File: config.mk
export PLATFORM = sky130hd
export DESIGN_NAME = bsd_top
export DESIGN_NICKNAME = d
export VERILOG_FILES = /design/src/rtl/bsd_mode_dec.v /design/src/rtl/bsd_top.v
export VERILOG_INCLUDE_DIRS = /design/src /design/src/rtl
export SDC_FILE = /design/constraint.sdc
export NUM_CORES = 1
export LEC_CHECK = 0
export BUFFER_PORTS_ARGS = -buffer_cell sky130_fd_sc_hd__buf_2
export CORE_AREA = 2 2 102 104
export DETAILED_ROUTE_END_ITERATION = 16
export DIE_AREA = 0 0 104 106
export GPL_TIMING_DRIVEN = 0
export PLACE_DENSITY = 0.9
export SLEW_MARGIN = 20
export SYNTH_ARGS = -nofsm -noshare
export SYNTH_HDL_FRONTEND = slang
export SYNTH_SLANG_ARGS = --single-unit
File: constraint.sdc
create_clock -name CLK -period 4.5 [get_ports CLK]
set_clock_uncertainty 0.2 [all_clocks]
set_input_delay 0 -clock CLK [delete_from_list [all_inputs] [get_ports CLK]]
set_output_delay 0 -clock CLK [all_outputs]
set_load 0.005 [all_outputs]
File: src/rtl/bsd_regs.vh
// register offsets, field positions, encodings and reset values of the boot source decoder
`ifndef BSD_REGS_VH
`define BSD_REGS_VH

// ***************************************
// register offsets (byte addresses)
// ***************************************
`define BSD_ADDR_CTRL       8'h00
`define BSD_ADDR_STATUS     8'h04
`define BSD_ADDR_RESULT     8'h08
`define BSD_ADDR_SNAP       8'h0c

// ***************************************
// control register fields
// ***************************************
`define BSD_CTRL_REDECODE   0
`define BSD_CTRL_HOLD       1
`define BSD_CTRL_RESET      2'h0

// ***************************************
// status register fields
// ***************************************
`define BSD_ST_DONE         0
`define BSD_ST_RESERVED     1
`define BSD_ST_RELEASE      2
`define BSD_ST_SIGCHK       3
`define BSD_ST_MODE_LSB     8
`define BSD_ST_MODE_MSB     13

// ***************************************
// result register fields
// ***************************************
`define BSD_RS_DEV_LSB      0
`define BSD_RS_DEV_MSB      2
`define BSD_RS_REGION_LSB   4
`define BSD_RS_REGION_MSB   8
`define BSD_RS_TABLE        12
`define BSD_RS_KEY          13

// ***************************************
// snapshot register fields
// ***************************************
`define BSD_SN_STRAP_LSB    0
`define BSD_SN_STRAP_MSB    6
`define BSD_SN_FAST         8
`define BSD_SN_SEC          9
`define BSD_SN_FDEV_LSB     12
`define BSD_SN_FDEV_MSB     14

// ***************************************
// strap, fuse and device encodings
// ***************************************
`define BSD_STRAP_W         7
`define BSD_STRAP_SEL       6
`define BSD_STRAP_UNUSED    5
`define BSD_REGIONS         28
`define BSD_REGION_BITS     3
`define BSD_RF_AUTH         0
`define BSD_RF_TABLE        1
`define BSD_RF_KEY          2
`define BSD_REGION_LAST     5'h04
`define BSD_DEV_CC3_USB     3'h0
`define BSD_DEV_CC3_CC1     3'h1
`define BSD_DEV_CC3_CC2     3'h2
`define BSD_DEV_CC1         3'h3
`define BSD_DEV_CC2         3'h4
`define BSD_DEV_CC3         3'h5

// ***************************************
// one-hot decode modes
// ***************************************
`define BSD_MODE_W          6
`define BSD_MODE_LOCKED     6'h01
`define BSD_MODE_DEV_OPEN   6'h02
`define BSD_MODE_DEV_AUTH   6'h04
`define BSD_MODE_FUSE_REG   6'h08
`define BSD_MODE_FIXED_REG  6'h10
`define BSD_MODE_RESERVED   6'h20

`endif

File: src/rtl/bsd_mode_dec.v
// combinational decode of fuse states and strap pins into boot device and secure settings
`timescale 1ns/10ps
`include "bsd_regs.vh"

module bsd_mode_dec (
	input  wire        fast_blown,    // fast boot device fuse blown
	input  wire [2:0]  fast_dev,      // device value held in fast boot fuse
	input  wire        sec_blown,     // secure region fuse blown
	input  wire [6:0]  strap,         // sampled strap pins
	input  wire [83:0] region_fuses,  // secure_region_fuses, 3 bits per region
	output reg  [5:0]  mode,          // one-hot decode mode
	output reg  [2:0]  boot_dev,      // selected boot device
	output reg         sig_check,     // signature_check_enable
	output reg         table_sel,     // table select of chosen region
	output reg         key_sel,       // key select of chosen region
	output reg  [4:0]  region,        // chosen region number, 0 for none
	output reg         reserved,      // unlisted combination seen
	output reg         release_pins   // strap pins free for general use
);

	// ***************************************
	// per-region fuse unpacking
	// ***************************************
	wire [27:0] r_auth;
	wire [27:0] r_table;
	wire [27:0] r_key;

	genvar gi;
	generate
		for (gi = 0; gi < `BSD_REGIONS; gi = gi + 1) begin : g_region
			assign r_auth[gi]  = region_fuses[gi*`BSD_REGION_BITS + `BSD_RF_AUTH];
			assign r_table[gi] = region_fuses[gi*`BSD_REGION_BITS + `BSD_RF_TABLE];
			assign r_key[gi]   = region_fuses[gi*`BSD_REGION_BITS + `BSD_RF_KEY];
		end
	endgenerate

	// {valid, device} for a device code; codes above the table are unlisted
	function [3:0] dev_code;
		input [4:0] code;
		begin
			if (code <= {2'h0, `BSD_DEV_CC2})
				dev_code = {1'b1, code[2:0]};   // [RL10]
			else
				dev_code = {1'b0, `BSD_DEV_CC3}; // [RL13]
		end
	endfunction

	wire [3:0] strap_dev = dev_code(strap[4:0]);
	wire [3:0] fuse_dev  = dev_code({2'h0, fast_dev});
	wire [4:0] sel       = strap[4:0];
	wire [4:0] sel_idx   = sel - 5'h01;

	// ***************************************
	// decode
	// ***************************************
	always @* begin
		mode         = `BSD_MODE_RESERVED;
		boot_dev     = `BSD_DEV_CC3;
		sig_check    = 1'b0;
		table_sel    = 1'b0;
		key_sel      = 1'b0;
		region       = 5'h00;
		reserved     = 1'b0;
		release_pins = 1'b0;
		case ({fast_blown, sec_blown, strap[`BSD_STRAP_SEL]})
			3'b110, 3'b111: begin
				// strap pins take no part at all here
				mode         = `BSD_MODE_LOCKED;          // [RL1]
				release_pins = 1'b1;                      // [RL2]
				boot_dev     = fuse_dev[2:0];
				region       = 5'h01;
				sig_check    = r_auth[0];                 // [RL3]
				table_sel    = r_table[0];                // [RL9]
				key_sel      = r_key[0];                  // [RL9]
				reserved     = ~fuse_dev[3];
			end
			3'b001: begin
				mode     = `BSD_MODE_DEV_OPEN;
				boot_dev = strap_dev[2:0];                // [RL5]
				reserved = ~strap_dev[3];
			end
			3'b011: begin
				mode      = `BSD_MODE_DEV_AUTH;
				boot_dev  = strap_dev[2:0];               // [RL6]
				region    = 5'h01;
				sig_check = r_auth[0] & strap_dev[3];     // [RL6]
				table_sel = r_table[0];                   // [RL9]
				key_sel   = r_key[0];                     // [RL9]
				reserved  = ~strap_dev[3];
			end
			3'b100, 3'b010: begin
				if (fast_blown) begin
					mode     = `BSD_MODE_FUSE_REG;
					boot_dev = fuse_dev[2:0];             // [RL7]
				end else begin
					mode     = `BSD_MODE_FIXED_REG;
					boot_dev = `BSD_DEV_CC3;              // [RL8]
				end
				if (strap[`BSD_STRAP_UNUSED] || sel > `BSD_REGION_LAST) begin
					reserved = 1'b1;                      // [RL13]
				end else if (sel != 5'h00) begin
					region    = sel;                      // [RL11]
					// secure boot only possible through region one
					sig_check = (sel == 5'h01);           // [RL12]
					table_sel = r_table[sel_idx];         // [RL9]
					key_sel   = r_key[sel_idx];           // [RL9]
				end
				if (fast_blown && !fuse_dev[3])
					reserved = 1'b1;
			end
			default: begin
				reserved = 1'b1;                          // [RL13]
			end
		endcase
		if (reserved) begin
			boot_dev  = `BSD_DEV_CC3;                     // [RL13]
			sig_check = 1'b0;
		end
	end

endmodule

File: src/rtl/bsd_top.v
// boot source decoder: samples straps and fuses after reset, latches boot device and secure settings
//
// Behaviour
// [RL1] with both the fast boot fuse and the secure region fuse blown, strap pins 5..0 are ignored.
// [RL2] with both fuses blown, the strap pins are released for general-purpose use after decoding.
// [RL3] with both fuses blown, the secure configuration comes from the secure region fuse sets (up to 28).
// [RL4] strap pin 6 high decodes pins 5..0 as a boot device, low decodes them as a secure region.
// [RL5] neither fuse blown and pin 6 high: device from pins 4..0, pin 5 ignored, no authentication.
// [RL6] only the secure fuse blown and pin 6 high: device from straps, authentication as region fuses say.
// [RL7] only the fast fuse blown and pin 6 low: pins 4..0 pick the region, device from the fast fuse.
// [RL8] only the secure fuse blown and pin 6 low: device is always card controller three.
// [RL9] where a region is enabled, table and key select come from that region's fuse bits.
// [RL10] fast boot codes 0..4 pick cc3+usb, cc3+cc1, cc3+cc2, cc1 alone, cc2 alone.
// [RL11] secure codes: 0 disables secure boot, 1..4 enable region one to four.
// [RL12] only region one is supported; secure mode only when region one is turned on.
// [RL13] unlisted combinations are reserved and fall back to cc3 without authentication.
//
// The implementer's own choices: the register addresses and the plain strobed port.
`timescale 1ns/10ps
`include "bsd_regs.vh"

module bsd_top (
	input  wire        CLK,           // system clock, 100 MHz
	input  wire        RST_N,         // asynchronous reset, active low
	input  wire [6:0]  STRAP,         // boot strap pins
	input  wire        FAST_BLOWN,    // fast boot device fuse blown
	input  wire [2:0]  FAST_DEV,      // fast boot device fuse value
	input  wire        SEC_BLOWN,     // secure region fuse blown
	input  wire [83:0] REGION_FUSES,  // secure_region_fuses, 28 x 3 bits
	input  wire [7:0]  ADDR,          // register byte address
	input  wire [31:0] WDATA,         // register write data
	input  wire        WR,            // write strobe
	input  wire        RD,            // read strobe
	output reg  [31:0] RDATA,         // read data, cycle after RD
	output reg  [2:0]  BOOT_DEV,      // decoded boot device
	output reg         SIG_CHECK_EN,  // signature_check_enable
	output reg         TABLE_SEL,     // table select for authentication
	output reg         KEY_SEL,       // key select for authentication
	output reg  [4:0]  REGION,        // enabled secure region, 0 none
	output reg         RESERVED,      // reserved combination decoded
	output reg         PINS_RELEASED, // strap pins free as gpio
	output reg         DONE           // decode results valid
);

	// ***************************************
	// states
	// ***************************************
	localparam [2:0] ST_SAMPLE = 3'h1;
	localparam [2:0] ST_LATCH  = 3'h2;
	localparam [2:0] ST_DONE   = 3'h4;

	reg [2:0]  state_ff;
	reg [2:0]  nxt_state;
	reg [6:0]  strap_ff;
	reg        fast_ff;
	reg [2:0]  fdev_ff;
	reg        sec_ff;
	reg [83:0] rfuse_ff;
	reg [5:0]  mode_ff;
	reg        hold_ff;
	reg        redo_ff;

	wire [5:0] dec_mode;
	wire [2:0] dec_dev;
	wire       dec_sig;
	wire       dec_table;
	wire       dec_key;
	wire [4:0] dec_region;
	wire       dec_rsv;
	wire       dec_rel;

	wire wr_ctrl = WR && (ADDR == `BSD_ADDR_CTRL);

	// ***************************************
	// decoder
	// ***************************************
	bsd_mode_dec i_bsd_mode_dec (
		.fast_blown   (fast_ff),
		.fast_dev     (fdev_ff),
		.sec_blown    (sec_ff),
		.strap        (strap_ff),
		.region_fuses (rfuse_ff),
		.mode         (dec_mode),
		.boot_dev     (dec_dev),
		.sig_check    (dec_sig),
		.table_sel    (dec_table),
		.key_sel      (dec_key),
		.region       (dec_region),
		.reserved     (dec_rsv),
		.release_pins (dec_rel)
	);

	// ***************************************
	// sequencing
	// ***************************************
	// a redecode request waits while software holds the results frozen
	always @* begin
		nxt_state = state_ff;
		case (state_ff)
			ST_SAMPLE: nxt_state = ST_LATCH;
			ST_LATCH:  nxt_state = ST_DONE;
			ST_DONE: begin
				if (redo_ff && !hold_ff)
					nxt_state = ST_SAMPLE;
			end
			default:   nxt_state = ST_SAMPLE;
		endcase
	end

	always @(posedge CLK or negedge RST_N) begin
		if (!RST_N) begin
			state_ff <= ST_SAMPLE;
		end else begin
			state_ff <= nxt_state;
		end
	end

	// inputs are caught in the sample state, after reset release and on each redecode, never under reset itself
	always @(posedge CLK or negedge RST_N) begin
		if (!RST_N) begin
			strap_ff <= 7'h00;
			fast_ff  <= 1'b0;
			fdev_ff  <= 3'h0;
			sec_ff   <= 1'b0;
			rfuse_ff <= 84'h0;
		end else if (state_ff == ST_SAMPLE) begin
			strap_ff <= STRAP;                        // [RL4]
			fast_ff  <= FAST_BLOWN;
			fdev_ff  <= FAST_DEV;
			sec_ff   <= SEC_BLOWN;
			rfuse_ff <= REGION_FUSES;                 // [RL3]
		end
	end

	// ***************************************
	// result latch
	// ***************************************
	always @(posedge CLK or negedge RST_N) begin
		if (!RST_N) begin
			BOOT_DEV      <= `BSD_DEV_CC3;
			SIG_CHECK_EN  <= 1'b0;
			TABLE_SEL     <= 1'b0;
			KEY_SEL       <= 1'b0;
			REGION        <= 5'h00;
			RESERVED      <= 1'b0;
			PINS_RELEASED <= 1'b0;
			DONE          <= 1'b0;
			mode_ff       <= 6'h00;
		end else if (state_ff == ST_LATCH) begin
			BOOT_DEV      <= dec_dev;
			SIG_CHECK_EN  <= dec_sig;                 // [RL12]
			TABLE_SEL     <= dec_table;
			KEY_SEL       <= dec_key;
			REGION        <= dec_region;
			RESERVED      <= dec_rsv;
			PINS_RELEASED <= dec_rel;                 // [RL2]
			DONE          <= 1'b1;
			mode_ff       <= dec_mode;
		end else if (state_ff == ST_SAMPLE) begin
			DONE          <= 1'b0;
		end
	end

	// ***************************************
	// control register
	// ***************************************
	// redecode is sticky until taken, so a write during decode is not lost
	always @(posedge CLK or negedge RST_N) begin
		if (!RST_N) begin
			hold_ff <= 1'b0;
			redo_ff <= 1'b0;
		end else begin
			if (wr_ctrl)
				hold_ff <= WDATA[`BSD_CTRL_HOLD];
			if (wr_ctrl && WDATA[`BSD_CTRL_REDECODE])
				redo_ff <= 1'b1;
			else if (state_ff == ST_SAMPLE)
				redo_ff <= 1'b0;
		end
	end

	// ***************************************
	// read port
	// ***************************************
	always @(posedge CLK or negedge RST_N) begin
		if (!RST_N) begin
			RDATA <= 32'h0;
		end else if (RD) begin
			RDATA <= 32'h0;
			case (ADDR)
				`BSD_ADDR_CTRL: begin
					RDATA[`BSD_CTRL_HOLD]     <= hold_ff;
					RDATA[`BSD_CTRL_REDECODE] <= redo_ff;
				end
				`BSD_ADDR_STATUS: begin
					RDATA[`BSD_ST_DONE]     <= DONE;
					RDATA[`BSD_ST_RESERVED] <= RESERVED;
					RDATA[`BSD_ST_RELEASE]  <= PINS_RELEASED;
					RDATA[`BSD_ST_SIGCHK]   <= SIG_CHECK_EN;
					RDATA[`BSD_ST_MODE_MSB:`BSD_ST_MODE_LSB] <= mode_ff;
				end
				`BSD_ADDR_RESULT: begin
					RDATA[`BSD_RS_DEV_MSB:`BSD_RS_DEV_LSB]       <= BOOT_DEV;
					RDATA[`BSD_RS_REGION_MSB:`BSD_RS_REGION_LSB] <= REGION;
					RDATA[`BSD_RS_TABLE] <= TABLE_SEL;
					RDATA[`BSD_RS_KEY]   <= KEY_SEL;
				end
				`BSD_ADDR_SNAP: begin
					RDATA[`BSD_SN_STRAP_MSB:`BSD_SN_STRAP_LSB] <= strap_ff;
					RDATA[`BSD_SN_FAST] <= fast_ff;
					RDATA[`BSD_SN_SEC]  <= sec_ff;
					RDATA[`BSD_SN_FDEV_MSB:`BSD_SN_FDEV_LSB]   <= fdev_ff;
				end
				default: RDATA <= 32'h0;
			endcase
		end
	end

endmodule

==> out/metrics.cfg, run 1 <==
[cts]
numClockSinks=108
clk_latency_ps=370
post_cts_buffers=0
cts_buffers=9
htreeDepth=3
cts_resized=0
clk_pin_slew_ps=110
cts_tree=built
cts_hold_buf=82
cts-root-buf=clkbuf_8
cts_buffer_depth=2

[floorplanning]
die_area_um2=11020
row_count=37
coreArea_um2=10000
start_util=0.5188
io_pins=186
die_w_um=104
fp.dieH_um=106

[drt]
drt_iter0_markers=256
final_antenna_net_count=0
routed_wl_um=13980
dr.pass1.iters=6
drc_errors=0
wire_per_inst_um=18.11
viasPerCell=5.433
num_vias=4194

[finish]
drive_gt1_frac=0.3915
stdcell_area_um2=7010
areaGrowthSynthToFinish_pct=35.14
final_cell_mix=118 x buf_2, 105 x dfrtp_1, 81 x dlygate4sd3_1
finish.utilization=0.7011
n_fill_cell=741
antenna_cells=0
nNetsFinal=774
final_common_cell=buf_2

[setup_path]
timing.critical_path.buf_inv=4
crit_type=reg2reg
arrival_ps=3220
crit_path_max_fanout=10
worst-r2r-setup-slack_ps=1340
required_ps=4550
crit_path_start_kind=flip-flop
timing.rr.end=TABLE_SEL
cp-end-kind=flip-flop
r2r_cells=10
worstReg2RegStart=strap_ff[0]
crit_chain=buf_6 > buf_6 > inv_1 > ha_1 > buf_2 > mux4_2 > mux2i_1 > nor3_1 > a211oi_1 > o21ai_1
cp_common_cell=buf_6
slowest_delay_ps=510
cp_top_family=buffers and inverters
cp_slowest_cell=dfrtp_1

[placed_design]
placed_cell_area_um2=6007
io_buffer_count=111
dp_hpwl_um=9117
globalplace.congestion=0.8991

[sta]
rsz0062_at_grt=no
finalSetupTns_ps=0
holdWs_ps=190.8
post-route-period-util=0.7028
finalSetupViolCount=0
worst_pin_slew_ps=626.1
report.final.slew_viol_count=0
finalHoldViolCount=0
fmax_ghz=0.3162
max_slew_margin=0.5817
fin_crit_ps=3163

[synth]
synth_edf_count=0
ys.flop_type=dfrtp_1
yosysWarnings=0
ys_seq_elements=108
ys_seq_area_frac=0.5217
syn_avg_cell_area_um2=12.65
yosys.cell_types.count=57
syn_area_um2=5187
async_reset_ff_frac=1.000
netlist_instances=410

[global_route]
grt_max_degree=78
grt_pass1_vias=4389
grt_pass1_wl_um=22930
grt.total_usage=0.2673
antenna_found_initial=0
grt-ovfl-total=0

[hold_path]
worstHoldStart=REGION_FUSES[49]
hp-class=in2reg
min_delay_worst_endpoint=rfuse_ff[49]
hold_depth=3

[status]
outcome=completed

[pwr]
ir_drop_mv=0.3493
powerDensity_nw_per_um2=619.0
leakagePower_nw=3.246

[flow_run]
drv_cap=0

where the power goes:
| part | total, mW | internal [mW] | switching (mW) |
|---|---|---|---|
| registers | 1.67 | 1.38 | 0.293 |
| clock network | 0.545 | 0.208 | 0.337 |
| logic | 2.13 | 1.10 | 1.03 |
| total | 4.34 | 2.68 | 1.66 |
per-stage QoR:
| stage | std cells | total power, mW | setup slack, ps |
|---|---|---|---|
| 2_1_floorplan | 426 | 3.142 | 1984 |
| 3_3_place_gp | 673 | 3.601 | 1459 |
| 3_5_place_dp | 674 | 3.714 | 1368 |
| 4_1_cts | 772 | 4.312 | 1348 |
| 5_1_grt | 772 | 4.616 | 1199 |
| 6_report | 772 | 4.340 | 1337 |
registers in the layout (all words and copies together) (netlist names):
register / flops
rfuse_ff: 57
RDATA: 15
strap_ff: 7
REGION: 5
mode_ff: 5
BOOT_DEV: 3
fdev_ff: 3
state_ff: 3
DONE: 1
KEY_SEL: 1
PINS_RELEASED: 1
RESERVED: 1
SIG_CHECK_EN: 1
TABLE_SEL: 1
fast_ff: 1
hold_ff: 1
redo_ff: 1
sec_ff: 1
area by class of cell:
| cell class | instances | area, µm² | area share |
|---|---|---|---|
| Tap cell | 136 | 170.2 | 0.02427 |
| Inverter | 13 | 48.80 | 0.006961 |
| Sequential cell | 108 | 2706 | 0.3860 |
| Buffer | 40 | 250.2 | 0.03570 |
| Multi-Input combinational cell | 265 | 2242 | 0.3198 |
| Timing Repair Buffer | 194 | 1420 | 0.2026 |
| Clock buffer | 10 | 127.6 | 0.01820 |
| Clock inverter | 6 | 45.04 | 0.006425 |
cell families (layout without fill, tap and decap cells):
kind of cell | after synthesis | after routing | share of synthesized area
buf+inv | 53 | 263 | 0.05764
compound gates | 69 | 69 | 0.09648
flops | 108 | 108 | 0.5217
xor+xnor | 4 | 4 | 0.008202
fa+ha+maj | 3 | 3 | 0.007237
other cells | 1 | 17 | 0.0007229
mux | 91 | 91 | 0.2320
simple gates | 81 | 81 | 0.07598
worst max path at each step:
stage,to,slack (ps),from,depth (start not counted)
final,TABLE_SEL,1340,strap_ff[0],10
after global routing,TABLE_SEL,1200,strap_ff[0],10
after CTS,TABLE_SEL,1350,strap_ff[0],10
after detailed placement,TABLE_SEL,1370,strap_ff[0],10
after global placement,TABLE_SEL,1460,strap_ff[0],10
after floorplan,KEY_SEL,1980,strap_ff[0],9
worst min-delay path, delay by kind of cell:
kind	cells	cell delay (ps)
buffers and inverters	2	610
muxes	1	130
layer usage:
metal / share of wire / global-route usage / vias to the layer above
li1: - / - / 1914
met5: 0 / 0 / -
met3: 0.066 / 0.05212 / 15
met1: 0.39 / 0.3250 / 2060
met2: 0.54 / 0.4967 / 205
met4: 0.0095 / 0.05405 / 0
synth_stat cells, types with 3 or more instances:
library cell	number	area (µm²)
clkbuf_1	10	37.54
nor3_1	5	25.02
a211oi_1	3	22.52
buf_4	18	135.1
nand2b_1	4	25.02
ha_1	3	37.54
buf_2	8	40.04
dfstp_2	3	78.83
o31ai_1	4	30.03
nand2_1	30	112.6
a22oi_1	6	45.04
a31oi_1	3	18.77
nand3_1	7	35.03
o2bb2ai_1	13	113.9
mux2i_1	7	70.07
nor2b_1	7	43.79
a21oi_1	6	30.03
o21ai_0	15	75.07
mux2_2	67	754.5
mux4_2	14	315.3
dfrtp_1	105	2628
buf_6	3	33.78
inv_1	12	45.04
nor2_1	15	56.30
(Power assumes the default switching activity.)
==> run 2, diff against run 1 <==
--- a/config.mk
+++ b/config.mk
@@ -6,12 +6,13 @@
 export SDC_FILE = /design/constraint.sdc
 export NUM_CORES = 1
 export LEC_CHECK = 0
+export ABC_AREA = 1
 export BUFFER_PORTS_ARGS = -buffer_cell sky130_fd_sc_hd__buf_2
-export CORE_AREA = 2 2 102 104
+export CORE_AREA = 2 2 106 108
 export DETAILED_ROUTE_END_ITERATION = 16
-export DIE_AREA = 0 0 104 106
+export DIE_AREA = 0 0 108 110
 export GPL_TIMING_DRIVEN = 0
-export PLACE_DENSITY = 0.9
+export PLACE_DENSITY = 0.85
 export SLEW_MARGIN = 20
 export SYNTH_ARGS = -nofsm -noshare
 export SYNTH_HDL_FRONTEND = slang
==> constraint.sdc (replaced) <==
create_clock -name CLK -period 2.98 [get_ports CLK]
set_clock_uncertainty 0.2 [all_clocks]
set_input_delay 0 -clock CLK [delete_from_list [all_inputs] [get_ports CLK]]
set_output_delay 0 -clock CLK [all_outputs]
set_load 0.005 [all_outputs]
==> run 2 against run 1 <==
- synthesized cell count is 67% higher
- routed wire length is 6.9% higher
- synthesized area is 1.3% higher
- register-to-register slack worse by 1000 ps
- first-iteration DRC count is 6.6% higher
- setup slack worse by 1100 ps
- sequential power is 45% higher
==> out/metrics.cfg, run 2 <==
[placed_design]
post-place-ws_ps=419.6  ; -948.4 ps
dp_hpwl_um=9817  ; +7.7%
io_buffer_count=111  ; unchanged
globalplace.congestion=0.9242  ; +2.8%

[hold_path]
hp-class=in2reg
worstHoldStart=ADDR[4]
hold_depth=8  ; +5

[sta]
holdWs_ps=34.39  ; -156.4 ps
rsz0062_at_grt=no
finalSetupViolCount=0  ; unchanged
finalSetupTns_ps=0  ; unchanged
fmax_ghz=0.3637
post-route-period-util=0.9226
finalHoldViolCount=0  ; unchanged
fin_ws_ps=230.7  ; -1107 ps
report.final.slew_viol_count=0  ; unchanged
fin_crit_ps=2749

[synth]
synth.top_cells.by_count=325 x nand2_1, 105 x dfrtp_1, 57 x nand3_1
syn_avg_cell_area_um2=7.696  ; -39%
ys.flop_type=dfrtp_1
netlist_instances=683  ; +67%
netlist_top_cells_area=dfrtp_1 50%, nand2_1 23%, nand3_1 5.4%
syn_area_um2=5256  ; +1.3%
synth_fa_ha_area_frac=0.007141  ; -0.00009473
synthSimpleGateAreaFrac=0.3187  ; +0.2428
synth_top_area_cell=dfrtp_1
yosys.cell_types.count=37  ; -35%
yosysMostFrequentCell=nand2_1
ys_seq_elements=108  ; unchanged
synth_top_family_by_area=simple AND/OR/NAND/NOR gates
synth_compound_area_frac=0.07712  ; -0.01935
netlist.area_leader.share=0.4999  ; -0.006631
yosysWarnings=0  ; unchanged
muxShareOfSynthArea=0  ; -0.2320
synth-xor-area-share=0  ; -0.008201
async_reset_ff_frac=1.000  ; unchanged
synth_edf_count=0  ; unchanged
ys_seq_area_frac=0.5149  ; -0.006830

[cts]
cts_buffer_depth=2  ; unchanged
cts_tree=built
numClockSinks=108  ; unchanged
htreeDepth=3  ; unchanged
cts_buffers=9  ; unchanged
cts-root-buf=clkbuf_8
clk_latency_ps=370  ; about the same
clk_pin_slew_ps=100  ; about the same
cts_resized=0  ; unchanged

[finish]
antenna_cells=0  ; unchanged
nNetsFinal=1048  ; +35%
final_cell_mix=325 x nand2_1, 125 x buf_2, 105 x dfrtp_1
final_common_cell=nand2_1
largest-register=rfuse_ff
largest_reg_flops=57  ; unchanged
areaGrowthSynthToFinish_pct=35.13  ; about the same
drive_gt1_frac=0.2024  ; -0.1891
finish.utilization=0.6640  ; -0.03710
n_fill_cell=943  ; +27%
reg_top3=rfuse_ff x57, RDATA x15, strap_ff x7

[global_route]
grt_max_degree=59  ; -24%
grt.total_usage=0.2617  ; -0.005619
grt_pass1_wl_um=24400  ; +6.4%
grt-ovfl-total=0  ; unchanged
antenna_found_initial=0  ; unchanged
grt_pass1_vias=5302  ; +21%

[setup_path]
r2r_cells=14  ; +4
arrival_ps=2850  ; -370 ps
required_ps=3080  ; -1470 ps
worstReg2RegStart=strap_ff[0]
critPathCapture=RDATA[4]
crit_path_max_fanout=3  ; -7
crit_type=in2reg
crit_start=ADDR[2]
worst-r2r-setup-slack_ps=330  ; -1010 ps
timing.rr.end=KEY_SEL
crit_path_start_kind=input pin
cp-end-kind=flip-flop

[floorplanning]
fp.dieH_um=110  ; +3.8%
die_area_um2=11880  ; +7.8%
die_w_um=108  ; +3.8%
io_pins=186  ; unchanged
coreArea_um2=10700  ; +7.0%
start_util=0.4913  ; -0.02742
row_count=38  ; +2.7%

[drt]
routed_wl_um=14950  ; +6.9%
viasPerCell=5.029  ; -7.4%
num_vias=5275  ; +26%
final_antenna_net_count=0  ; unchanged
drt_iter0_markers=273  ; +6.6%
wire_per_inst_um=14.25  ; -21%
dr.pass1.iters=5  ; -1
drc_errors=0  ; unchanged

[flow_run]
drv_cap=0  ; unchanged

[status]
outcome=completed

[pwr]
leakagePower_nw=3.816  ; +18%
powerDensity_nw_per_um2=913.3  ; +48%
ir_drop_mv=0.6043  ; +73%

## run 2: changes by cell type after synthesis, moves of 7 or more
cell	delta
buf_2	+7
inv_1	+25
mux2_2	-67
mux2i_1	-7
mux4_2	-14
nand2_1	+295
nand3_1	+50
nor2b_1	-7
o21ai_0	+15
o21ai_1	+9
o22ai_1	+8
o2bb2ai_1	-13
## run 2: cells by family (layout without fill, tap and decap cells)
kind of cell / count (synthesis) / in the layout
AND/OR/NAND/NOR: 413 / 413
other: 1 / 17
adder cells (fa/ha/maj): 3 / 3
buffers and inverters: 89 / 299
flip-flops: 108 / 108
AO/OA/AOI/OAI: 69 / 69
## run 2: where the power goes
group / total (mW) / leakage, nW / internal [mW] / switching (mW)
registers: 2.42 / 1.36 / 2.06 / 0.362
clock network: 0.821 / 0.0819 / 0.307 / 0.514
logic: 3.25 / 2.37 / 1.12 / 2.13
total: 6.49 / 3.82 / 3.48 / 3.00
## run 2: critical path, stage by stage
cell           delay, ps
dlygate4sd3_1        540
buf_2                130
inv_1                 60
nor3_2               190
dlygate4sd3_1        570
nand3_1               50
dlygate4sd3_1        560
a31oi_1              170
dlygate4sd3_1        580
## run 2: layout make-up
class	count	area, µm²	area share
Sequential cell	108	2706	0.3810
Multi-Input combinational cell	502	2182	0.3072
Timing Repair Buffer	195	1438	0.2024
Buffer	46	266.5	0.03752
Tap cell	140	175.2	0.02466
Inverter	43	161.4	0.02272
Clock buffer	9	123.9	0.01744
Clock inverter	6	50.05	0.007046
## run 2: what timing repair did
item                                   in CTS  in global routing
hold buffers                               83                  0
endpoints found under the hold margin     193                  0
setup buffers                               0                  0
## run 2: worst min path at each step
stage | endpoint
finish | RDATA[1]
global route | RDATA[1]
CTS | RDATA[1]
detailed placement | RESERVED
global placement | rfuse_ff[35]
floorplan | BOOT_DEV[1]
## run 2: per-stage QoR
| stage | std cells | power, mW | area, µm² |
|---|---|---|---|
| after floorplan | 699 | 4.597 | 5316 |
| after global placement | 950 | 5.410 | 6047 |
| after detailed placement | 951 | 5.510 | 6081 |
| after CTS | 1049 | 6.418 | 7103 |
| after global routing | 1049 | 7.065 | 7103 |
| final | 1049 | 6.488 | 7103 |
## run 2: per-layer routing
metal / GRT usage / vias to the layer above / share of wire
met5: 0 / - / 0
met4: 0.06227 / 0 / 0.014
met3: 0.05056 / 23 / 0.062
met2: 0.4901 / 209 / 0.52
met1: 0.3106 / 2470 / 0.40
li1: - / 2573 / -
